--- src/inc/dsp_pkg.sv ---
// shared constants for the drive supervision parameter bank
package dsp_pkg;

   // parameter addresses on the parameter port
   localparam logic [15:0] ADDR_STARTUP = 16'h0138;
   localparam logic [15:0] ADDR_COMMUT = 16'h050a;
   localparam logic [15:0] ADDR_UPPER_LIM = 16'h0608;
   localparam logic [15:0] ADDR_LOWER_LIM = 16'h060a;
   localparam logic [15:0] ADDR_TOL = 16'h1112;
   localparam logic [15:0] ADDR_DWELL = 16'h1114;
   localparam logic [15:0] ADDR_TOUT = 16'h1116;
   localparam logic [15:0] ADDR_MODES = 16'h1b28;

   // user position range, signed user units
   localparam logic signed [31:0] USR_POS_MAX = 32'sh7fffffff;
   localparam logic signed [31:0] USR_POS_MIN = 32'sh80000000;

   // 16-bit parameter limits and reset values
   localparam logic [15:0] TOL_MAX = 16'h7fff;   // 3.2767 rev in 0.0001 rev steps
   localparam logic [15:0] TOL_RESET = 16'h000a; // 0.0010 rev
   localparam logic [15:0] DWELL_MAX = 16'h7fff; // 32767 ms
   localparam logic [15:0] DWELL_RESET = 16'h0000;
   localparam logic [15:0] TOUT_MAX = 16'h3e80;  // 16000 ms
   localparam logic [15:0] TOUT_RESET = 16'h0000;
   localparam logic [15:0] COMMUT_RESET = 16'h0001;
   localparam logic [15:0] PARAM_OFF = 16'h0000; // zero disables a monitor

   // start-up message bit positions
   localparam int unsigned SU_FIRST_SETUP = 0;
   localparam int unsigned SU_MOTOR_CHG = 1;
   localparam int unsigned SU_NV_CORRUPT = 2;
   localparam int unsigned SU_NO_MOTOR = 3;

   // supported-modes bit positions
   localparam int unsigned MD_PROF_POS = 0;
   localparam int unsigned MD_PROF_VEL = 2;
   localparam int unsigned MD_HOMING = 5;
   localparam int unsigned MD_JOG = 16;
   localparam int unsigned MD_EGEAR = 17;
   localparam int unsigned MD_CURRENT = 18;
   localparam int unsigned MD_SPEED = 19;
   localparam int unsigned MD_POSITION = 20;
   localparam int unsigned MD_TUNING = 21;
   localparam int unsigned MD_OSC = 22;

   // modes of the basic controller variant (no fieldbus profile modes)
   localparam logic [31:0] MODES_BASIC = (32'h1 << MD_JOG) | (32'h1 << MD_EGEAR)
      | (32'h1 << MD_CURRENT) | (32'h1 << MD_SPEED) | (32'h1 << MD_POSITION)
      | (32'h1 << MD_TUNING) | (32'h1 << MD_OSC);
   // modes of the fieldbus controller variant
   localparam logic [31:0] MODES_FIELDBUS = MODES_BASIC | (32'h1 << MD_PROF_POS)
      | (32'h1 << MD_PROF_VEL) | (32'h1 << MD_HOMING);

   // millisecond time base
   localparam int unsigned CLK_PERIOD_NS = 20;
   localparam int unsigned MS_NS = 1000000;
   localparam int unsigned MS_CYCLES = MS_NS / CLK_PERIOD_NS;

   // counter steps
   localparam logic [15:0] CNT_ONE = 16'h0001;
   localparam logic [15:0] CNT_SAT = 16'hffff;

endpackage

--- src/design/dsp_ms_tick.sv ---
`timescale 1ns/1ns
// one-cycle tick every millisecond of core clock
module dsp_ms_tick #(
   parameter int unsigned CYCLES = dsp_pkg::MS_CYCLES
) (
   input wire logic core_clk,
   input wire logic resetn,
   input wire logic ce,
   output logic tick
);
   // last count value before wrap
   localparam logic [15:0] LAST = 16'(CYCLES - 1);

   typedef struct packed {
      logic [15:0] cnt; // cycle counter
      logic tick;       // wrap pulse
   } dsp_tick_state_type;

   dsp_tick_state_type st_r;
   dsp_tick_state_type st_nxt;

   // count up, wrap and pulse
   always_comb begin
      st_nxt = st_r;
      st_nxt.tick = 1'b0;
      if (st_r.cnt == LAST) begin
         st_nxt.cnt = '0;
         st_nxt.tick = 1'b1;
      end else begin
         st_nxt.cnt = st_r.cnt + dsp_pkg::CNT_ONE;
      end
   end

   // state register, frozen while ce low
   always_ff @(posedge core_clk or negedge resetn) begin
      if (!resetn) begin
         st_r <= '0;
      end else if (ce) begin
         st_r <= st_nxt;
      end
   end

   assign tick = st_r.tick;
endmodule

--- src/design/dsp_ms_cnt.sv ---
`timescale 1ns/1ns
// saturating millisecond counter with clear and run
module dsp_ms_cnt (
   input wire logic core_clk,
   input wire logic resetn,
   input wire logic ce,
   input wire logic clear,
   input wire logic run,
   input wire logic tick,
   output logic [15:0] count
);
   typedef struct packed {
      logic [15:0] cnt; // elapsed milliseconds
   } dsp_cnt_state_type;

   dsp_cnt_state_type st_r;
   dsp_cnt_state_type st_nxt;

   // clear beats counting; stop at full scale
   always_comb begin
      st_nxt = st_r;
      if (clear) begin
         st_nxt.cnt = '0;
      end else if (run && tick && st_r.cnt != dsp_pkg::CNT_SAT) begin
         st_nxt.cnt = st_r.cnt + dsp_pkg::CNT_ONE;
      end
   end

   // state register, frozen while ce low
   always_ff @(posedge core_clk or negedge resetn) begin
      if (!resetn) begin
         st_r <= '0;
      end else if (ce) begin
         st_r <= st_nxt;
      end
   end

   assign count = st_r.cnt;
endmodule

--- src/design/dsp_top.sv ---
`timescale 1ns/1ns
module dsp_top #(
   parameter int unsigned TICK_CYCLES = dsp_pkg::MS_CYCLES
) (
   input wire logic core_clk,
   input wire logic resetn,
   input wire logic ce,
   input wire logic [15:0] par_addr,
   input wire logic par_wr,
   input wire logic par_rd,
   input wire logic [31:0] par_wdata,
   output logic [31:0] par_rdata,
   output logic par_rvalid,
   output logic par_addr_err,
   input wire logic first_setup_evt,
   input wire logic motor_changed_evt,
   input wire logic nv_data_corrupt,
   input wire logic motor_absent,
   input wire logic ctrl_variant,
   input wire logic homing_done,
   input wire logic target_reached,
   input wire logic profile_done,
   input wire logic [31:0] ctrl_dev,
   input wire logic [31:0] actual_pos,
   output logic commut_mon_en,
   output logic standstill,
   output logic standstill_tout_err,
   output logic lim_pos_hit,
   output logic lim_neg_hit
);

   // whole state of the bank
   typedef struct packed {
      logic [31:0] upper_lim;   // upper soft position limit
      logic [31:0] lower_lim;   // lower soft position limit
      logic [15:0] tol;         // standstill tolerance
      logic [15:0] dwell;       // standstill dwell time, ms
      logic [15:0] tout;        // standstill timeout, ms
      logic [15:0] commut;      // commutation monitor switch
      logic first_setup;        // sticky start-up flag
      logic motor_chg;          // sticky start-up flag
      logic nv_bad;             // live start-up status
      logic no_motor;           // live start-up status
      logic [31:0] modes;       // supported modes of fitted variant
      logic strap_done;         // variant captured
      logic [31:0] rdata;       // read answer
      logic rvalid;             // read answer pulse
      logic addr_err;           // unmapped access pulse
      logic in_win;             // deviation inside tolerance
      logic still;              // standstill recognised
      logic tout_run;           // timeout supervision active
      logic tout_err;           // timeout expired before standstill
      logic lim_pos;            // above upper limit
      logic lim_neg;            // below lower limit
   } dsp_state_type;

   dsp_state_type st_r;
   dsp_state_type st_nxt;

   // reset image of the state
   localparam dsp_state_type ST_RESET = '{
      upper_lim: dsp_pkg::USR_POS_MAX,
      lower_lim: dsp_pkg::USR_POS_MIN,
      tol: dsp_pkg::TOL_RESET,
      dwell: dsp_pkg::DWELL_RESET,
      tout: dsp_pkg::TOUT_RESET,
      commut: dsp_pkg::COMMUT_RESET,
      default: '0
   };

   logic ms_tick;            // millisecond pulse
   logic [15:0] dwell_cnt;   // ms spent inside the window
   logic [15:0] tout_cnt;    // ms since motion end
   logic dwell_en;           // standstill processing active
   logic tout_en;            // timeout check active
   logic move_end;           // motion end event
   logic [32:0] dev_abs;     // magnitude of deviation
   logic win_now;            // current window comparison
   logic dwell_clr;          // restart dwell count
   logic tout_clr;           // restart timeout count

   // millisecond time base
   dsp_ms_tick #(
      .CYCLES(TICK_CYCLES)
   ) u_tick (
      .core_clk(core_clk),
      .resetn(resetn),
      .ce(ce),
      .tick(ms_tick)
   );

   // dwell time counter
   dsp_ms_cnt u_dwell (
      .core_clk(core_clk),
      .resetn(resetn),
      .ce(ce),
      .clear(dwell_clr),
      .run(st_r.in_win),
      .tick(ms_tick),
      .count(dwell_cnt)
   );

   // timeout counter
   dsp_ms_cnt u_tout (
      .core_clk(core_clk),
      .resetn(resetn),
      .ce(ce),
      .clear(tout_clr),
      .run(st_r.tout_run),
      .tick(ms_tick),
      .count(tout_cnt)
   );

   // monitor enables and window test
   always_comb begin
      dwell_en = st_r.dwell != dsp_pkg::PARAM_OFF;
      tout_en = dwell_en && st_r.tout != dsp_pkg::PARAM_OFF;
      move_end = target_reached || profile_done;
      // widen before negating so the most negative value is safe
      if (ctrl_dev[31]) begin
         dev_abs = 33'h0 - {ctrl_dev[31], ctrl_dev};
      end else begin
         dev_abs = {1'b0, ctrl_dev};
      end
      win_now = dev_abs <= {17'h0, st_r.tol};
      dwell_clr = !dwell_en || !win_now;
      tout_clr = move_end || !st_r.tout_run;
   end

   // next state: parameter writes, reads and supervision
   always_comb begin
      st_nxt = st_r;
      st_nxt.rvalid = 1'b0;
      st_nxt.addr_err = 1'b0;

      // catch the controller variant strap once after reset
      if (!st_r.strap_done) begin
         st_nxt.strap_done = 1'b1;
         if (ctrl_variant) begin
            st_nxt.modes = dsp_pkg::MODES_FIELDBUS;
         end else begin
            st_nxt.modes = dsp_pkg::MODES_BASIC;
         end
      end

      // live start-up status bits
      st_nxt.nv_bad = nv_data_corrupt;
      st_nxt.no_motor = motor_absent;

      // confirmation clears sticky bits; reserved bits ignored
      if (par_wr && par_addr == dsp_pkg::ADDR_STARTUP) begin
         if (par_wdata[dsp_pkg::SU_FIRST_SETUP]) begin
            st_nxt.first_setup = 1'b0;
         end
         if (par_wdata[dsp_pkg::SU_MOTOR_CHG]) begin
            st_nxt.motor_chg = 1'b0;
         end
      end
      // a new event wins over a confirmation in the same cycle
      if (first_setup_evt) begin
         st_nxt.first_setup = 1'b1;
      end
      if (motor_changed_evt) begin
         st_nxt.motor_chg = 1'b1;
      end

      // parameter write decode
      if (par_wr) begin
         if (par_addr == dsp_pkg::ADDR_STARTUP) begin
            // handled above
         end else if (par_addr == dsp_pkg::ADDR_COMMUT) begin
            st_nxt.commut = par_wdata[15:0];
         end else if (par_addr == dsp_pkg::ADDR_UPPER_LIM) begin
            // clamp into the user range
            if ($signed(par_wdata) > dsp_pkg::USR_POS_MAX) begin
               st_nxt.upper_lim = dsp_pkg::USR_POS_MAX;
            end else if ($signed(par_wdata) < dsp_pkg::USR_POS_MIN) begin
               st_nxt.upper_lim = dsp_pkg::USR_POS_MIN;
            end else begin
               st_nxt.upper_lim = par_wdata;
            end
         end else if (par_addr == dsp_pkg::ADDR_LOWER_LIM) begin
            // same clamp as the upper limit
            if ($signed(par_wdata) > dsp_pkg::USR_POS_MAX) begin
               st_nxt.lower_lim = dsp_pkg::USR_POS_MAX;
            end else if ($signed(par_wdata) < dsp_pkg::USR_POS_MIN) begin
               st_nxt.lower_lim = dsp_pkg::USR_POS_MIN;
            end else begin
               st_nxt.lower_lim = par_wdata;
            end
         end else if (par_addr == dsp_pkg::ADDR_TOL) begin
            // tolerance saturates at its maximum
            if (par_wdata[31:16] != 16'h0 || par_wdata[15:0] > dsp_pkg::TOL_MAX) begin
               st_nxt.tol = dsp_pkg::TOL_MAX;
            end else begin
               st_nxt.tol = par_wdata[15:0];
            end
         end else if (par_addr == dsp_pkg::ADDR_DWELL) begin
            // dwell time saturates at its maximum
            if (par_wdata[31:16] != 16'h0 || par_wdata[15:0] > dsp_pkg::DWELL_MAX) begin
               st_nxt.dwell = dsp_pkg::DWELL_MAX;
            end else begin
               st_nxt.dwell = par_wdata[15:0];
            end
         end else if (par_addr == dsp_pkg::ADDR_TOUT) begin
            // timeout saturates at its maximum
            if (par_wdata[31:16] != 16'h0 || par_wdata[15:0] > dsp_pkg::TOUT_MAX) begin
               st_nxt.tout = dsp_pkg::TOUT_MAX;
            end else begin
               st_nxt.tout = par_wdata[15:0];
            end
         end else if (par_addr == dsp_pkg::ADDR_MODES) begin
            // read-only word, write dropped
         end else begin
            st_nxt.addr_err = 1'b1; // unmapped write
         end
      end

      // parameter read decode, answer one cycle later
      if (par_rd) begin
         st_nxt.rvalid = 1'b1;
         st_nxt.rdata = '0;
         if (par_addr == dsp_pkg::ADDR_STARTUP) begin
            // reserved bits stay zero
            st_nxt.rdata[dsp_pkg::SU_FIRST_SETUP] = st_r.first_setup;
            st_nxt.rdata[dsp_pkg::SU_MOTOR_CHG] = st_r.motor_chg;
            st_nxt.rdata[dsp_pkg::SU_NV_CORRUPT] = st_r.nv_bad;
            st_nxt.rdata[dsp_pkg::SU_NO_MOTOR] = st_r.no_motor;
         end else if (par_addr == dsp_pkg::ADDR_COMMUT) begin
            st_nxt.rdata = {16'h0, st_r.commut};
         end else if (par_addr == dsp_pkg::ADDR_UPPER_LIM) begin
            st_nxt.rdata = st_r.upper_lim;
         end else if (par_addr == dsp_pkg::ADDR_LOWER_LIM) begin
            st_nxt.rdata = st_r.lower_lim;
         end else if (par_addr == dsp_pkg::ADDR_TOL) begin
            st_nxt.rdata = {16'h0, st_r.tol};
         end else if (par_addr == dsp_pkg::ADDR_DWELL) begin
            st_nxt.rdata = {16'h0, st_r.dwell};
         end else if (par_addr == dsp_pkg::ADDR_TOUT) begin
            st_nxt.rdata = {16'h0, st_r.tout};
         end else if (par_addr == dsp_pkg::ADDR_MODES) begin
            st_nxt.rdata = st_r.modes;
         end else begin
            st_nxt.addr_err = 1'b1; // unmapped read, data zero
         end
      end

      // window flag only while processing is enabled
      st_nxt.in_win = dwell_en && win_now;

      // standstill once the dwell time has passed inside the window
      st_nxt.still = st_r.in_win && win_now && dwell_en
         && dwell_cnt >= st_r.dwell;

      // timeout supervision
      if (!tout_en) begin
         st_nxt.tout_run = 1'b0;
         st_nxt.tout_err = 1'b0;
      end else if (move_end) begin
         st_nxt.tout_run = 1'b1;
         st_nxt.tout_err = 1'b0;
      end else if (st_r.tout_run && st_r.still) begin
         st_nxt.tout_run = 1'b0; // standstill reached in time
      end else if (st_r.tout_run && tout_cnt >= st_r.tout) begin
         st_nxt.tout_run = 1'b0;
         st_nxt.tout_err = 1'b1;
      end

      // soft limit monitor, only after homing
      if (homing_done) begin
         st_nxt.lim_pos = $signed(actual_pos) > $signed(st_r.upper_lim);
         st_nxt.lim_neg = $signed(actual_pos) < $signed(st_r.lower_lim);
      end else begin
         st_nxt.lim_pos = 1'b0;
         st_nxt.lim_neg = 1'b0;
      end
   end

   // state register, frozen while ce low
   always_ff @(posedge core_clk or negedge resetn) begin
      if (!resetn) begin
         st_r <= ST_RESET;
      end else if (ce) begin
         st_r <= st_nxt;
      end
   end

   // outputs straight from the state register
   assign par_rdata = st_r.rdata;
   assign par_rvalid = st_r.rvalid;
   assign par_addr_err = st_r.addr_err;
   assign commut_mon_en = st_r.commut[0];
   assign standstill = st_r.still;
   assign standstill_tout_err = st_r.tout_err;
   assign lim_pos_hit = st_r.lim_pos;
   assign lim_neg_hit = st_r.lim_neg;

endmodule

--- config.mk ---
export PLATFORM = sky130hd
export DESIGN_NAME = dsp_top
export DESIGN_NICKNAME = d
export VERILOG_FILES = /design/src/inc/dsp_pkg.sv /design/src/design/dsp_ms_tick.sv /design/src/design/dsp_ms_cnt.sv /design/src/design/dsp_top.sv
export SDC_FILE = /design/constraint.sdc
export NUM_CORES = 1
export LEC_CHECK = 0
export BUFFER_PORTS_ARGS = -buffer_cell sky130_fd_sc_hd__buf_2
export CORE_MARGIN = 2
export CORE_UTILIZATION = 50
export DETAILED_ROUTE_END_ITERATION = 12
export GPL_TIMING_DRIVEN = 0
export PLACE_DENSITY = 0.74
export SYNTH_ARGS = -nofsm -noshare
export SYNTH_HDL_FRONTEND = slang
export SYNTH_SLANG_ARGS = --single-unit
--- constraint.sdc ---
create_clock -name core_clk -period 3.42 [get_ports core_clk]
set_clock_uncertainty 0.05 [all_clocks]
set_input_delay 0 -clock core_clk [delete_from_list [all_inputs] [get_ports core_clk]]
set_output_delay 0 -clock core_clk [all_outputs]
set_load 0.01 [all_outputs]
==> impl_metrics.toml <==
[status]
status = "completed"

[worst_hold_path]
hold_class = "primary input to register"
worstHoldEndpoint = "par_rdata[3]"
hp-start = "par_addr[5]"
hold_depth = 5

[yosys]
synth_commonest_cells = "189 x dfrtp_1, 146 x nand2_1, 139 x nor2_1, 136 x inv_1, 115 x ha_1"
syn_area_um2 = 13730
synth_top_area_cell = "dfrtp_1"
async_flop_share_pct = 100.0
yosysTopAreaCellShare_pct = 34.45
syn_nets = 1758
ys.warnings.count = 0
netlist_instances = 1518
synth-edff-count = 0
yosysSeqAreaShare_pct = 41.14
post-synth-top-count-cell = "dfrtp_1"
synth.distinct_cells = 80
synth_area_leaders = "dfrtp_1 34%, ha_1 10%, dfstp_2 6.7%, o21ai_0 4.1%, nand2_1 4.0%"
synth_seq_cells = 224
avgSynthCellArea_um2 = 9.045
synth_flop_cell = "dfrtp_1"

[setup_path]
r2r_end = "lim_neg_hit"
crit_path_start_kind = "register"
cpMaxStageDelayCell = "dlygate4sd3_1"
crit_cells = 10
critical_path_class = "register to register"
path_buf_inv = 2
crit_path_end_kind = "register"
ff2ff_setup_slack_ns = 0.14
reg2reg_from = "st_r[143]"
rr_worst_depth = 10
crit_family = "compound AO/OA/AOI/OAI gates"
worstPathArrival_ns = 3.70
path_cells = "inv_1 -> ha_1 -> a21oi_1 -> a21boi_0 -> a2111oi_0 -> o211ai_1 -> a311oi_1 -> mux2_2 -> o22ai_1 -> dlygate4sd3_1"
slowest_delay_ns = 0.57
cp_max_fo = 2
required_ns = 3.84

[route]
via_per_inst = 5.940
dr.first_iter.drc_count = 1238
wirelength_mm = 41.68
vias = 12640
dr.pass1.iters = 8
detail-route-antenna-nets = 0
wire_per_inst_um = 19.59
route.detailed.drc = 0

[power_and_ir_drop]
p_per_area_nw_per_um2 = 379.5
p_leak_nw = 8.018
power_mw = 6.291
irDropWorstVdd_mv = 0.3386

[global_route]
grt_pass1_vias = 12443
antenna_found_initial = 1
globalRouteTotalUtil_pct = 28.89
grt_pass1_wl_mm = 65.53
gr-total-overflow = 0
grt_max_degree = 119

[floorplan]
die_h_um = 169.7
initial_utilization_pct = 50.95
die_w_um = 169.7
num_io_pins = 164
core_area_um2 = 26950
placement_rows = 60
die_area_um2 = 28800

[clock_network]
numCtsBuffers = 25
cts_sinks = 224
path_clk_slew_ns = 0.06
clk_latency_ns = 0.56
cts_buffer_depth = 3
cts_tree = "built"
h-tree-depth = 1
cts-root-buf = "clkbuf_16"

[sta]
tightest_slew_ns = 1.074
final.min_clock_period_ns = 3.280
max_freq_mhz = 304.9
fin_tns_setup_ns = 0
rsz0062_at_grt = "no"
finalSetupViolCount = 0
final-hold-violation-count = 0
drv_slew = 0
final.period_utilization_pct = 95.91
slew_headroom_pct = 27.84

[finish]
drive_gt1_share_pct = 20.44
syn_to_final_growth_pct = 20.72
fin_nets = 2007

[placed_design]
gp_congestion = 0.9968
hpwl_mm = 31.35
portBuffers = 162

[run]
maxCapViolCount = 0
-- kinds of logic after synthesis --
| group | share of synthesized area [%] |
|---|---|
| xor gates and xnor gates | 3.317 |
| muxes | 1.932 |
| buffers and inverters | 7.381 |
| DFF | 41.14 |
| and+or+nand+nor | 19.03 |
| adders and majority gates | 10.48 |
| AOI/OAI and AO/OA | 16.72 |
-- cell usage in the layout (no fill, tap or decap), types with 9 or more instances in the layout --
cell type / netlist / routed
dfrtp_1: 189 / 189
buf_2: 6 / 167
nand2_1: 146 / 146
nor2_1: 139 / 139
inv_1: 136 / 134
ha_1: 115 / 114
o21ai_0: 113 / 112
a21oi_1: 108 / 108
dlygate4sd3_1: 0 / 54
clkbuf_1: 46 / 43
buf_4: 32 / 40
nand4_1: 37 / 37
dfstp_2: 35 / 35
nor4_1: 33 / 32
nand3_1: 30 / 30
xor2_1: 27 / 27
clkbuf_16: 0 / 26
xnor2_1: 25 / 24
nor3_1: 23 / 23
a21o_1: 21 / 21
mux2_2: 20 / 20
and3_1: 13 / 13
a22oi_1: 13 / 13
a221oi_1: 13 / 13
a222oi_1: 13 / 13
nand2b_1: 12 / 12
o22ai_1: 12 / 12
or4_1: 11 / 10
nor2_4: 10 / 10
o21a_1: 9 / 9
-- flip-flops by register name (all words and copies together) (netlist names), 16 cells and up --
signal         cells
u_tout.count      16
st_r             136
par_rdata         32
u_dwell.count     16
u_tick.st_r       16
-- worst register-to-register path: cells and delay by family (launching register included) --
kind	cells	cell delay [ns]
mux	1	0.38
flops	1	0.41
buf+inv	2	0.65
fa+ha+maj	1	0.29
compound gates	6	1.43
-- metrics by stage --
stage / instance area (µm²) / std cells / utilization (%) / hold WS, ns / setup slack [ns]
6_report: 16580 / 2128 / 61.50 / 0.04536 / 0.1398
4_1_cts: 16540 / 2125 / 61.38 / 0.02405 / 0.02228
5_1_grt: 16580 / 2128 / 61.50 / 0.09184 / 0.006837
3_3_place_gp: 15030 / 2021 / 55.76 / 0.1854 / -1.560
2_1_floorplan: 13790 / 1518 / - / -0.3456 / 0.004235
3_5_place_dp: 15070 / 2022 / 55.90 / 0.06501 / -0.9073
-- per-layer routing --
metal	vias up	global-route usage, %	wire length (µm)
li1	5888	-	-
met1	6066	37.23	16990
met2	567	48.06	19440
met3	117	6.250	3527
met4	2	10.37	1710
met5	-	0	23
-- how the worst max path moves through the flow --
| stage | start | end | slack, ns |
|---|---|---|---|
| after detailed placement | ctrl_dev[31] | u_dwell.count[13] | -0.91 |
| after CTS | ctrl_dev[3] | u_dwell.count[13] | 0.02 |
| final | st_r[143] | lim_neg_hit | 0.14 |
| after global placement | resetn | u_dwell.count[9] | -1.56 |
| after global routing | ctrl_dev[1] | standstill | 0.007 |
| after floorplan | ctrl_dev[1] | u_dwell.count[7] | 0.004 |
-- timing repair --
item | CTS | global route
endpoints found under the hold margin | 255 | 0
gates resized for setup | 7 | 1
endpoints found under the setup margin | 17 | 17
setup buffers | 4 | 4
cloned | 0 | 1
hold buffers | 54 | 0
pin swaps | 11 | 12
-- final cells by class --
class                      count  area (µm²)
fill                        2271       10380
timing repair buffer         226        1474
antenna                        1       2.502
buffer                        85       473.0
inverter                     136       515.5
tap                          341       426.7
clock buffer                  32       711.9
sequential                   224        5649
multi-input combinational   1069        7154
clock inverter                14       168.9
-- report_power, final --
group	leakage (nW)	switching [mW]	internal, mW
registers	2.68	0.0599	2.71
clock network	0.436	1.16	1.71
logic	4.90	0.367	0.283
No activity file was read; power rests on OpenSTA's default activity.
